`src/hw/cifp_pkg.sv`:
```
// Package of register map, field layout, reset values and timing constants.
package cifp_pkg;

    // Register addresses on the control port.
    localparam logic [7:0] ADDR_IRQ_CONFIG           = 8'h42;
    localparam logic [7:0] ADDR_OUTPUT_FAULT_CONFIG  = 8'h43;
    localparam logic [7:0] ADDR_OVERLOAD_MUTE_CONFIG = 8'h4B;
    localparam logic [7:0] ADDR_STICKY_FLAG_REGS     = 8'h3C;
    localparam logic [7:0] ADDR_LIVE_STATUS          = 8'h3D;

    // Reset values.
    localparam logic [7:0] RST_IRQ_CONFIG           = 8'h00;
    localparam logic [7:0] RST_OUTPUT_FAULT_CONFIG  = 8'h50;
    localparam logic [7:0] RST_OVERLOAD_MUTE_CONFIG = 8'h00;

    // Field positions of irq_config.
    localparam int unsigned IRQ_POLARITY_BIT   = 7;
    localparam int unsigned IRQ_MODE_MSB       = 6;
    localparam int unsigned IRQ_MODE_LSB       = 5;
    localparam int unsigned ADC_PD_SEL_MSB     = 4;
    localparam int unsigned ADC_PD_SEL_LSB     = 3;
    localparam int unsigned READBACK_FILT_BIT  = 2;
    localparam int unsigned ADC_RECOVERY_BIT   = 1;
    localparam int unsigned CLEAR_POLICY_BIT   = 0;

    // Field positions of output_fault_config.
    localparam int unsigned OUT_PD_SEL_MSB     = 6;
    localparam int unsigned OUT_PD_SEL_LSB     = 5;
    localparam int unsigned OUT_RECOVERY_BIT   = 4;
    localparam int unsigned OUT_DOWN_STS_BIT   = 3;
    localparam int unsigned GUARD_INHIBIT_BIT  = 2;
    localparam int unsigned OUT_DET_DIS_BIT    = 1;
    localparam int unsigned REG_DET_DIS_BIT    = 0;

    // Field positions of overload_mute_config.
    localparam int unsigned MUTE_RSV_MSB       = 7;
    localparam int unsigned MUTE_RSV_LSB       = 5;
    localparam int unsigned CH1_MUTE_BIT       = 4;
    localparam int unsigned CH2_MUTE_BIT       = 3;

    // Event positions in the live and sticky vectors.
    localparam int unsigned EV_COUNT     = 8;
    localparam int unsigned EV_ADC_CH1   = 0;
    localparam int unsigned EV_ADC_CH2   = 1;
    localparam int unsigned EV_MIC_BIAS  = 2;
    localparam int unsigned EV_OUT_CH1   = 3;
    localparam int unsigned EV_OUT_CH2   = 4;
    localparam int unsigned EV_REG_SHORT = 5;
    localparam int unsigned EV_AUX_LSB   = 6;
    localparam int unsigned EV_AUX_MSB   = 7;

    // Timing of the pulsed interrupt modes.
    localparam int unsigned CLK_FREQ_KHZ       = 50000;
    localparam int unsigned IRQ_PULSE_MS       = 2;
    localparam int unsigned IRQ_PERIOD_MS      = 4;
    localparam int unsigned IRQ_PULSE_CYCLES   = IRQ_PULSE_MS * CLK_FREQ_KHZ;
    localparam int unsigned IRQ_PERIOD_CYCLES  = IRQ_PERIOD_MS * CLK_FREQ_KHZ;

    // Interrupt output modes.
    typedef enum logic [1:0] {
        CIFP_IRQ_LATCHED  = 2'b00,
        CIFP_IRQ_LIVE     = 2'b01,
        CIFP_IRQ_REPEAT   = 2'b10,
        CIFP_IRQ_ONE_SHOT = 2'b11
    } cifp_irq_mode_t;

    // Fault power-down selections.
    localparam logic [1:0] PD_SEL_NONE     = 2'h0;
    localparam logic [1:0] PD_SEL_UNMASKED = 2'h1;
    localparam logic [1:0] PD_SEL_ALL      = 2'h2;

endpackage

```
`src/hw/cifp_irq_fault_cfg.sv`:
```
// Interrupt pin, sticky flag and fault power-down configuration block.
`timescale 1ns/1ps

module cifp_irq_fault_cfg #(
    parameter int unsigned PULSE_CYCLES  = cifp_pkg::IRQ_PULSE_CYCLES,
    parameter int unsigned PERIOD_CYCLES = cifp_pkg::IRQ_PERIOD_CYCLES
) (
    // Clock and reset.
    input  wire logic       clk,
    input  wire logic       reset,
    // Control port register access.
    input  wire logic       reg_write,
    input  wire logic       reg_read,
    input  wire logic [7:0] reg_addr,
    input  wire logic [7:0] reg_wdata,
    output logic      [7:0] reg_rdata,
    // Interrupt masks, 1 means unmasked.
    input  wire logic [7:0] irq_unmask,
    // Fault and event sources.
    input  wire logic [1:0] adc_fault,
    input  wire logic       mic_bias_fault,
    input  wire logic [1:0] out_guard_fault,
    input  wire logic [1:0] out_short_fault,
    input  wire logic       out_powering_up,
    input  wire logic       reg_short_fault,
    input  wire logic [1:0] aux_event,
    input  wire logic [1:0] adc_overload_recovery,
    // Host recovery requests for manual mode.
    input  wire logic       adc_restart,
    input  wire logic       out_restart,
    // Power-down, mute and interrupt outputs.
    output logic      [1:0] adc_powerdown,
    output logic            mic_bias_powerdown,
    output logic      [1:0] out_powerdown,
    output logic      [1:0] adc_mute,
    output logic            irq_out
);

    typedef struct packed {
        logic [7:0] irq_cfg;
        logic [1:0] out_pd_sel;
        logic       out_recovery;
        logic       guard_inhibit;
        logic       out_det_dis;
        logic       reg_det_dis;
        logic [2:0] mute_rsv;
        logic       ch1_mute_en;
        logic       ch2_mute_en;
        logic [7:0] sticky;
        logic [7:0] live_d;
        logic [1:0] adc_down;
        logic       bias_down;
        logic [1:0] out_down;
        logic [1:0] mute;
        logic       irq;
        logic [7:0] rdata;
    } cifp_state_t;

    cifp_state_t state;
    cifp_state_t next_state;

    // Power-down request for one source under a select code.
    function automatic logic pd_request(input logic [1:0] sel,
                                        input logic       fault,
                                        input logic       unmasked);
        logic req;
        req = 1'b0;
        if (sel == cifp_pkg::PD_SEL_UNMASKED)
        begin
            req = fault & unmasked;
        end
        else if (sel == cifp_pkg::PD_SEL_ALL)
        begin
            req = fault;
        end
        return req;
    endfunction

    // Next power-down state; a new request wins over any recovery.
    function automatic logic pd_next(input logic down,
                                     input logic req,
                                     input logic fault,
                                     input logic manual,
                                     input logic restart);
        logic nxt;
        nxt = down;
        if (req)
        begin
            nxt = 1'b1;
        end
        else if (down && !fault && (!manual || restart))
        begin
            nxt = 1'b0;
        end
        return nxt;
    endfunction

    logic [7:0]               live;
    logic [1:0]               out_fault;
    logic [1:0]               out_pd_src;
    logic                     any_latched;
    logic                     new_event;
    logic                     tmr_enable;
    logic                     tmr_restart;
    logic                     tmr_wrap;
    logic                     tmr_running;
    logic                     tmr_active;
    logic                     irq_assert;
    logic [7:0]               clear_mask;
    logic [7:0]               sticky_view;
    logic [1:0]               adc_sel;
    cifp_pkg::cifp_irq_mode_t mode;

    assign adc_sel = state.irq_cfg[cifp_pkg::ADC_PD_SEL_MSB:
                                   cifp_pkg::ADC_PD_SEL_LSB];
    assign mode = cifp_pkg::cifp_irq_mode_t'(
                  state.irq_cfg[cifp_pkg::IRQ_MODE_MSB:
                                cifp_pkg::IRQ_MODE_LSB]);

    // Output faults are gated by the detect disable.
    assign out_fault = (out_guard_fault | out_short_fault)
                     & {2{~state.out_det_dis}};

    // A guard fault while powering up may be kept from powering down.
    assign out_pd_src = (out_short_fault
                      | (out_guard_fault
                      & {2{~(out_powering_up & state.guard_inhibit)}}))
                      & {2{~state.out_det_dis}};

    always_comb
    begin
        live = '0;
        live[cifp_pkg::EV_ADC_CH1]   = adc_fault[0];
        live[cifp_pkg::EV_ADC_CH2]   = adc_fault[1];
        live[cifp_pkg::EV_MIC_BIAS]  = mic_bias_fault;
        live[cifp_pkg::EV_OUT_CH1]   = out_fault[0];
        live[cifp_pkg::EV_OUT_CH2]   = out_fault[1];
        live[cifp_pkg::EV_REG_SHORT] = reg_short_fault
                                     & ~state.reg_det_dis;
        live[cifp_pkg::EV_AUX_MSB:cifp_pkg::EV_AUX_LSB] = aux_event;
    end

    assign any_latched = |(state.sticky & irq_unmask);
    assign new_event   = |(live & ~state.live_d & irq_unmask);

    // Only the timed modes run the timer, so it idles otherwise.
    always_comb
    begin
        tmr_enable  = 1'b0;
        tmr_restart = 1'b0;
        tmr_wrap    = 1'b0;
        unique case (mode)
            cifp_pkg::CIFP_IRQ_LATCHED:
            begin
                tmr_enable = 1'b0;
            end
            cifp_pkg::CIFP_IRQ_LIVE:
            begin
                tmr_enable = 1'b0;
            end
            cifp_pkg::CIFP_IRQ_REPEAT:
            begin
                tmr_enable  = any_latched;
                tmr_restart = any_latched & ~tmr_running;
                tmr_wrap    = 1'b1;
            end
            cifp_pkg::CIFP_IRQ_ONE_SHOT:
            begin
                tmr_enable  = 1'b1;
                tmr_restart = new_event;
                tmr_wrap    = 1'b0;
            end
        endcase
    end

    cifp_pulse_timer #(
        .PULSE_CYCLES  (PULSE_CYCLES),
        .PERIOD_CYCLES (PERIOD_CYCLES)
    ) u_timer (
        .clk     (clk),
        .reset   (reset),
        .enable  (tmr_enable),
        .restart (tmr_restart),
        .wrap    (tmr_wrap),
        .running (tmr_running),
        .active  (tmr_active)
    );

    always_comb
    begin
        irq_assert = 1'b0;
        unique case (mode)
            cifp_pkg::CIFP_IRQ_LATCHED:
            begin
                irq_assert = any_latched;
            end
            cifp_pkg::CIFP_IRQ_LIVE:
            begin
                irq_assert = |(live & irq_unmask);
            end
            cifp_pkg::CIFP_IRQ_REPEAT:
            begin
                irq_assert = tmr_active;
            end
            cifp_pkg::CIFP_IRQ_ONE_SHOT:
            begin
                irq_assert = tmr_active;
            end
        endcase
    end

    // Policy 0 keeps a flag whose condition is still live.
    assign clear_mask = state.irq_cfg[cifp_pkg::CLEAR_POLICY_BIT]
                      ? 8'hFF : ~live;
    assign sticky_view = state.irq_cfg[cifp_pkg::READBACK_FILT_BIT]
                       ? (state.sticky & irq_unmask)
                       : state.sticky;

    always_comb
    begin
        next_state = state;
        next_state.live_d = live;

        // Register writes; reserved read-only bits keep their reset value.
        if (reg_write)
        begin
            if (reg_addr == cifp_pkg::ADDR_IRQ_CONFIG)
            begin
                next_state.irq_cfg = reg_wdata;
            end
            else if (reg_addr == cifp_pkg::ADDR_OUTPUT_FAULT_CONFIG)
            begin
                next_state.out_pd_sel = reg_wdata[cifp_pkg::OUT_PD_SEL_MSB:
                                                  cifp_pkg::OUT_PD_SEL_LSB];
                next_state.out_recovery =
                    reg_wdata[cifp_pkg::OUT_RECOVERY_BIT];
                next_state.guard_inhibit =
                    reg_wdata[cifp_pkg::GUARD_INHIBIT_BIT];
                next_state.out_det_dis = reg_wdata[cifp_pkg::OUT_DET_DIS_BIT];
                next_state.reg_det_dis = reg_wdata[cifp_pkg::REG_DET_DIS_BIT];
            end
            else if (reg_addr == cifp_pkg::ADDR_OVERLOAD_MUTE_CONFIG)
            begin
                next_state.mute_rsv = reg_wdata[cifp_pkg::MUTE_RSV_MSB:
                                                cifp_pkg::MUTE_RSV_LSB];
                next_state.ch1_mute_en = reg_wdata[cifp_pkg::CH1_MUTE_BIT];
                next_state.ch2_mute_en = reg_wdata[cifp_pkg::CH2_MUTE_BIT];
            end
        end

        // Reads capture data; unmapped addresses read as zero.
        if (reg_read)
        begin
            next_state.rdata = 8'h00;
            if (reg_addr == cifp_pkg::ADDR_IRQ_CONFIG)
            begin
                next_state.rdata = state.irq_cfg;
            end
            else if (reg_addr == cifp_pkg::ADDR_OUTPUT_FAULT_CONFIG)
            begin
                next_state.rdata[cifp_pkg::OUT_PD_SEL_MSB:
                                 cifp_pkg::OUT_PD_SEL_LSB] = state.out_pd_sel;
                next_state.rdata[cifp_pkg::OUT_RECOVERY_BIT] =
                    state.out_recovery;
                next_state.rdata[cifp_pkg::OUT_DOWN_STS_BIT] =
                    |state.out_down;
                next_state.rdata[cifp_pkg::GUARD_INHIBIT_BIT] =
                    state.guard_inhibit;
                next_state.rdata[cifp_pkg::OUT_DET_DIS_BIT] =
                    state.out_det_dis;
                next_state.rdata[cifp_pkg::REG_DET_DIS_BIT] =
                    state.reg_det_dis;
            end
            else if (reg_addr == cifp_pkg::ADDR_OVERLOAD_MUTE_CONFIG)
            begin
                next_state.rdata[cifp_pkg::MUTE_RSV_MSB:
                                 cifp_pkg::MUTE_RSV_LSB] = state.mute_rsv;
                next_state.rdata[cifp_pkg::CH1_MUTE_BIT] = state.ch1_mute_en;
                next_state.rdata[cifp_pkg::CH2_MUTE_BIT] = state.ch2_mute_en;
            end
            else if (reg_addr == cifp_pkg::ADDR_STICKY_FLAG_REGS)
            begin
                next_state.rdata = sticky_view;
            end
            else if (reg_addr == cifp_pkg::ADDR_LIVE_STATUS)
            begin
                next_state.rdata = live;
            end
        end

        // A live condition in the clearing cycle wins over the clear.
        if (reg_read && reg_addr == cifp_pkg::ADDR_STICKY_FLAG_REGS)
        begin
            next_state.sticky = (state.sticky & ~clear_mask)
                              | live;
        end
        else
        begin
            next_state.sticky = state.sticky | live;
        end

        // Power-down of ADC channels and bias shares one select.
        next_state.adc_down[0] = pd_next(state.adc_down[0],
            pd_request(adc_sel, adc_fault[0],
                       irq_unmask[cifp_pkg::EV_ADC_CH1]),
            adc_fault[0], state.irq_cfg[cifp_pkg::ADC_RECOVERY_BIT],
            adc_restart);
        next_state.adc_down[1] = pd_next(state.adc_down[1],
            pd_request(adc_sel, adc_fault[1],
                       irq_unmask[cifp_pkg::EV_ADC_CH2]),
            adc_fault[1], state.irq_cfg[cifp_pkg::ADC_RECOVERY_BIT],
            adc_restart);
        next_state.bias_down = pd_next(state.bias_down,
            pd_request(adc_sel, mic_bias_fault,
                       irq_unmask[cifp_pkg::EV_MIC_BIAS]),
            mic_bias_fault, state.irq_cfg[cifp_pkg::ADC_RECOVERY_BIT],
            adc_restart);

        // Output channels; recovery waits for the whole fault to clear.
        next_state.out_down[0] = pd_next(state.out_down[0],
            pd_request(state.out_pd_sel, out_pd_src[0],
                       irq_unmask[cifp_pkg::EV_OUT_CH1]),
            out_fault[0], state.out_recovery,
            out_restart);
        next_state.out_down[1] = pd_next(state.out_down[1],
            pd_request(state.out_pd_sel, out_pd_src[1],
                       irq_unmask[cifp_pkg::EV_OUT_CH2]),
            out_fault[1], state.out_recovery,
            out_restart);

        next_state.mute[0] = state.ch1_mute_en
                           & adc_overload_recovery[0];
        next_state.mute[1] = state.ch2_mute_en
                           & adc_overload_recovery[1];

        next_state.irq = state.irq_cfg[cifp_pkg::IRQ_POLARITY_BIT]
                       ? irq_assert : ~irq_assert;
    end

    always_ff @(posedge clk)
    begin
        if (reset)
        begin
            state               <= '0;
            state.irq_cfg       <= cifp_pkg::RST_IRQ_CONFIG;
            state.out_pd_sel    <= cifp_pkg::RST_OUTPUT_FAULT_CONFIG[
                                   cifp_pkg::OUT_PD_SEL_MSB:
                                   cifp_pkg::OUT_PD_SEL_LSB];
            state.out_recovery  <= cifp_pkg::RST_OUTPUT_FAULT_CONFIG[
                                   cifp_pkg::OUT_RECOVERY_BIT];
            state.guard_inhibit <= cifp_pkg::RST_OUTPUT_FAULT_CONFIG[
                                   cifp_pkg::GUARD_INHIBIT_BIT];
            state.out_det_dis   <= cifp_pkg::RST_OUTPUT_FAULT_CONFIG[
                                   cifp_pkg::OUT_DET_DIS_BIT];
            state.reg_det_dis   <= cifp_pkg::RST_OUTPUT_FAULT_CONFIG[
                                   cifp_pkg::REG_DET_DIS_BIT];
            state.mute_rsv      <= cifp_pkg::RST_OVERLOAD_MUTE_CONFIG[
                                   cifp_pkg::MUTE_RSV_MSB:
                                   cifp_pkg::MUTE_RSV_LSB];
            // Active-low default polarity means the idle pin is high.
            state.irq           <= 1'b1;
        end
        else
        begin
            state <= next_state;
        end
    end

    assign reg_rdata          = state.rdata;
    assign adc_powerdown      = state.adc_down;
    assign mic_bias_powerdown = state.bias_down;
    assign out_powerdown      = state.out_down;
    assign adc_mute           = state.mute;
    assign irq_out            = state.irq;

endmodule

```
`src/hw/cifp_pulse_timer.sv`:
```
// Pulse and period timer that shapes the interrupt output in timed modes.
`timescale 1ns/1ps

module cifp_pulse_timer #(
    parameter int unsigned PULSE_CYCLES  = cifp_pkg::IRQ_PULSE_CYCLES,
    parameter int unsigned PERIOD_CYCLES = cifp_pkg::IRQ_PERIOD_CYCLES
) (
    // Clock and reset.
    input  wire logic clk,
    input  wire logic reset,
    // Control.
    input  wire logic enable,
    input  wire logic restart,
    input  wire logic wrap,
    // Status.
    output logic      running,
    output logic      active
);

    localparam int unsigned CW = $clog2(PERIOD_CYCLES);
    localparam logic [CW-1:0] LAST = CW'(PERIOD_CYCLES - 1);
    localparam logic [CW-1:0] HIGH = CW'(PULSE_CYCLES);

    if (PULSE_CYCLES < 1 || PERIOD_CYCLES <= PULSE_CYCLES)
    begin : g_check
        $error("Pulse must be at least one cycle and shorter than period.");
    end

    typedef struct packed {
        logic [CW-1:0] count;
        logic          run;
    } cifp_timer_state_t;

    cifp_timer_state_t state;
    cifp_timer_state_t next_state;

    always_comb
    begin
        next_state = state;
        if (!enable)
        begin
            next_state.run   = 1'b0;
            next_state.count = '0;
        end
        else if (restart)
        begin
            next_state.run   = 1'b1;
            next_state.count = '0;
        end
        else if (state.run)
        begin
            if (state.count == LAST)
            begin
                next_state.count = '0;
                next_state.run   = wrap;
            end
            else
            begin
                next_state.count = state.count + CW'(1);
            end
        end
    end

    always_ff @(posedge clk)
    begin
        if (reset)
        begin
            state <= '0;
        end
        else
        begin
            state <= next_state;
        end
    end

    assign running = state.run;
    assign active  = state.run && (state.count < HIGH);

endmodule

```
`config.mk`:
```
export PLATFORM = sky130hd
export DESIGN_NAME = cifp_irq_fault_cfg
export DESIGN_NICKNAME = d
export VERILOG_FILES = /design/src/hw/cifp_pkg.sv /design/src/hw/cifp_irq_fault_cfg.sv /design/src/hw/cifp_pulse_timer.sv
export SDC_FILE = /design/constraint.sdc
export NUM_CORES = 1
export LEC_CHECK = 0
export ABC_AREA = 1
export CAP_MARGIN = 20
export CORE_MARGIN = 10
export CORE_UTILIZATION = 55
export DETAILED_ROUTE_END_ITERATION = 8
export DONT_BUFFER_PORTS = 1
export PLACE_DENSITY_LB_ADDON = 0.12
export SLEW_MARGIN = 10
export SYNTH_ARGS = -nofsm -noshare
export SYNTH_HDL_FRONTEND = slang
export SYNTH_SLANG_ARGS = --single-unit
```
`constraint.sdc`:
```
create_clock -name clk -period 2.88 [get_ports clk]
set_input_delay 0.288 -clock clk [delete_from_list [all_inputs] [get_ports clk]]
set_output_delay 0.288 -clock clk [all_outputs]
set_load 0.01 [all_outputs]
```
==> Implementation_results.wiki <==
{| class="wikitable"
! Metric !! Value
|-
| Register bit count reported by yosys || 70
|-
| Die boundary width || ~100 um
|-
| Crit path capture type || flop
|-
| Antenna fix cells || 0
|-
| CP Data Arrival Time || just under 2000 ps
|-
| Post-CTS Setup Inserts || 0
|-
| Fraction of layout instances using a drive strength above 1 || 5.93%
|-
| Post-layout net count || 612
|-
| Row count || 30
|-
| Global-route wire length before repair || 16,400 um
|-
| Maximum level of the CTS H-tree || 3
|-
| Maximum number of pins on one net before global-route repair || 21
|-
| Sequential element share of the synthesized area || between 30% and 40%
|-
| Cts bufs inserted || 9
|-
| Clock slew at reported path FFs || 80 ps
|-
| Number of warnings reported in the yosys synthesis log || 0
|-
| Worst slack on hold paths || 10.7 ps
|-
| Data required time at the worst endpoint || 3110 ps
|-
| Cell type contributing the most total cell area after synthesis || sky130_fd_sc_hd__dfxtp_1
|-
| Post-route design area || ~3900 um^2
|-
| Post-placement setup slack || about 1200 ps
|-
| Number of distinct library cell variants in the gate-level netlist after synthesis || 36
|-
| Number of placed I/O pins || between 50 and 60
|-
| Async S/R FF share, synth || 0%
|-
| Total power || 1.82 mW
|-
| Total length of routed wires || 10,000 um
|-
| Critical-path top delay cell || sky130_fd_sc_hd__dfxtp_1
|-
| Buf/Inv on CP || 0
|-
| # placed instances || 635
|-
| Sink Count || 70
|-
| Flip-flop cell with the highest count after synthesis || sky130_fd_sc_hd__dfxtp_1
|-
| Worst Setup SP || u_timer.state[1]
|-
| Top Family by Delay on Critical Path || simple AND/OR/NAND/NOR gates
|-
| Floorplan Core Area || 6720 um^2
|-
| Utilization after layout || 58.0%
|-
| Post-cts repair resize count || 0
|-
| Setup TNS || 0 ps
|-
| Tmin final || 1740 ps
|-
| Origin of the worst min-delay path || reset
|-
| Number of max-capacitance violations reported || 0
|-
| Status || completed
|-
| Routability congestion estimate || 0.930
|-
| Count of final max-slew check failures || 0
|-
| Fill cell instance count of the final layout || 686
|-
| Die area || between 10,000 and 15,000 um^2
|-
| TritonCTS clock tree || built
|-
| Maximum fanout count along the critical path || 6
|-
| Initial antenna violation count || 0
|-
| Count of TritonRoute iterations in the first routing pass || 5
|-
| Synth top area cells || sky130_fd_sc_hd__dfxtp_1, sky130_fd_sc_hd__nand2_1, sky130_fd_sc_hd__nor2_1
|-
| Post-route DRC violation count || 0
|-
| RSZ-0062 raised after global routing || no
|-
| Overall routing resource usage || 19.5%
|-
| Post-synthesis area per instance || roughly 6.5 um^2
|-
| Global route overflow || 0
|-
| Die Ht || 103 um
|-
| Final cell count without fillers || 653
|-
| Count of nets left with antenna violations after detail routing || 0
|-
| Post-synth top area share || 37.3%
|-
| Largest buffer count on any clock path || 2
|-
| Clock root cell || sky130_fd_sc_hd__clkbuf_8
|-
| Final setup violation count || 0
|-
| Synthesized instance count || between 500 and 600
|-
| PortBufs || 0
|-
| Kind of start point of the critical path || flop
|-
| Cell area after synthesis || 3760 um^2
|-
| Total placed instance area || between 3000 and 4000 um^2
|-
| Clock skew || ~9.4 ps
|-
| Highest ir drop seen on vdd || 0.289 mV
|-
| Worst-Margin Slew || around 750 ps
|-
| Min-Delay Path Class || in2reg
|-
| Cts hold-fix bufs || 2
|-
| Via count of the first global-routing pass || 3,384
|-
| Reg2reg start || u_timer.state[1]
|-
| Most numerous cell in the Yosys netlist || sky130_fd_sc_hd__nand2_1
|-
| EDFF count, synth || 0
|-
| Synthesized Nets || between 600 and 700
|-
| Max-slew headroom || 49.8%
|-
| Reported leakage power || ~1.7 nW
|-
| HPWL Detailed || 7780 um
|-
| Area delta synth->final || 3.76%
|-
| Number of endpoints with negative hold slack in the final report || 0
|-
| Clock insertion delay at the later pin of the skew report || 350 ps
|-
| Synth top cells by count || sky130_fd_sc_hd__nand2_1, sky130_fd_sc_hd__nor2_1, sky130_fd_sc_hd__inv_1, sky130_fd_sc_hd__dfxtp_1, sky130_fd_sc_hd__nand3_1
|-
| Classification of the worst setup path || reg2reg
|-
| Initial cell density of the core || 55.9%
|-
| Timing-limited maximum frequency || 576 MHz
|-
| Final period utilization || 60.3%
|-
| Detailed Route Iter0 Violations || 205
|-
| Power density over the cells || 466 nW/um^2
|-
| Vias/cell || roughly 5.5
|-
| Slowest Stage Delay on Critical Path || 390 ps
|-
| Routed wire per std cell || 15.4 um
|-
| Vias after detailed routing || 3,620
|-
| Cell-by-cell trace of the critical path || ha_1 -> nand3_1 -> nor2_1 -> nand4_1 -> nand3_1 -> nor2_1
|-
| Setup slack after layout || 1140 ps
|}
==> state kept, by name, indices dropped and copies added, names as in the netlist <==
register and count:
adc_mute 2, adc_powerdown 2, adc_sel 2, irq_out 1, mic_bias_powerdown 1, mode 2
out_powerdown 2, reg_rdata 8, state 31, u_timer.running 1, u_timer.state 18
==> cells by family (layout without fill, tap and decap cells) <==
kind of cell	count (synthesis)	in the layout	share of synthesized area (%)
XOR/XNOR	5	5	1.17
flip-flops	70	70	37.3
AO/OA/AOI/OAI	83	83	12.8
AND/OR/NAND/NOR	319	319	36.8
adder cells (fa/ha/maj)	1	1	0.333
buffers and inverters	100	95	11.6
==> final timing paths <==
kind | cells past startpoint | slack [ps] | endpoint
worst min register to register | 2 | 450 | adc_mute[1]
worst min-delay path | 1 | 10 | state[23]
worst max register to register | 6 | 1140 | u_timer.state[18]
worst max-delay path | 6 | 1140 | u_timer.state[18]
==> layout by cell type (no fill, tap or decap), types with 2 or more instances in the layout <==
cell type                       instances
sky130_fd_sc_hd__xor2_1                 4
sky130_fd_sc_hd__o21ai_1                6
sky130_fd_sc_hd__nand3b_1               4
sky130_fd_sc_hd__o21ai_0               22
sky130_fd_sc_hd__o31ai_1                2
sky130_fd_sc_hd__dfxtp_1               70
sky130_fd_sc_hd__clkinv_2               5
sky130_fd_sc_hd__clkinv_1               4
sky130_fd_sc_hd__dlygate4sd3_1          2
sky130_fd_sc_hd__a31o_2                 6
sky130_fd_sc_hd__nor2_4                 2
sky130_fd_sc_hd__o21a_1                 4
sky130_fd_sc_hd__nor2_1                99
sky130_fd_sc_hd__nand4_1               11
sky130_fd_sc_hd__a21oi_1               29
sky130_fd_sc_hd__clkbuf_8               9
sky130_fd_sc_hd__o221ai_1               2
sky130_fd_sc_hd__nand3_1               58
sky130_fd_sc_hd__nor2_2                 2
sky130_fd_sc_hd__inv_1                 71
sky130_fd_sc_hd__a21boi_0               2
sky130_fd_sc_hd__nor3_1                 6
sky130_fd_sc_hd__nand2_1              130
sky130_fd_sc_hd__o211ai_1               4
sky130_fd_sc_hd__a31oi_1                5
==> worst reg2reg max path: stages, from the launching register on <==
cell                      delay, ps
sky130_fd_sc_hd__dfxtp_1        390
sky130_fd_sc_hd__ha_1           260
sky130_fd_sc_hd__nand3_1        150
sky130_fd_sc_hd__nor2_1         240
sky130_fd_sc_hd__nand4_1        320
sky130_fd_sc_hd__nand3_1        190
sky130_fd_sc_hd__nor2_1          60
==> layout make-up <==
| type | count | area (um^2) | area share, % |
|---|---|---|---|
| Sequential cell | 70 | 1400 | 35.9 |
| Inverter | 76 | 285 | 7.31 |
| Timing Repair Buffer | 3 | 27.5 | 0.706 |
| Multi-Input combinational cell | 408 | 1920 | 49.2 |
| Tap cell | 80 | 100 | 2.57 |
| Clock inverter | 7 | 41.3 | 1.06 |
| Clock buffer | 9 | 124 | 3.18 |
==> power breakdown <==
group          switching [mW]  total (mW)  internal (mW)
Clock                   0.384       0.689          0.306
Sequential             0.0180        1.01          0.992
Combinational          0.0705       0.117         0.0460
Total                   0.472        1.82           1.34
==> layer usage <==
| layer | routed length [um] | vias up | track usage, % | share of wire [%] |
|---|---|---|---|---|
| met1 | 4640 | 1653 | 25.8 | 46 |
| met3 | 723 | 11 | 4.02 | 7.2 |
| met5 | 0 | - | 0 | 0 |
| met2 | 4550 | 120 | 31.2 | 45 |
| met4 | 122 | 0 | 5.86 | 1.2 |
| li1 | - | 1836 | - | - |
(Power assumes the default switching activity.)
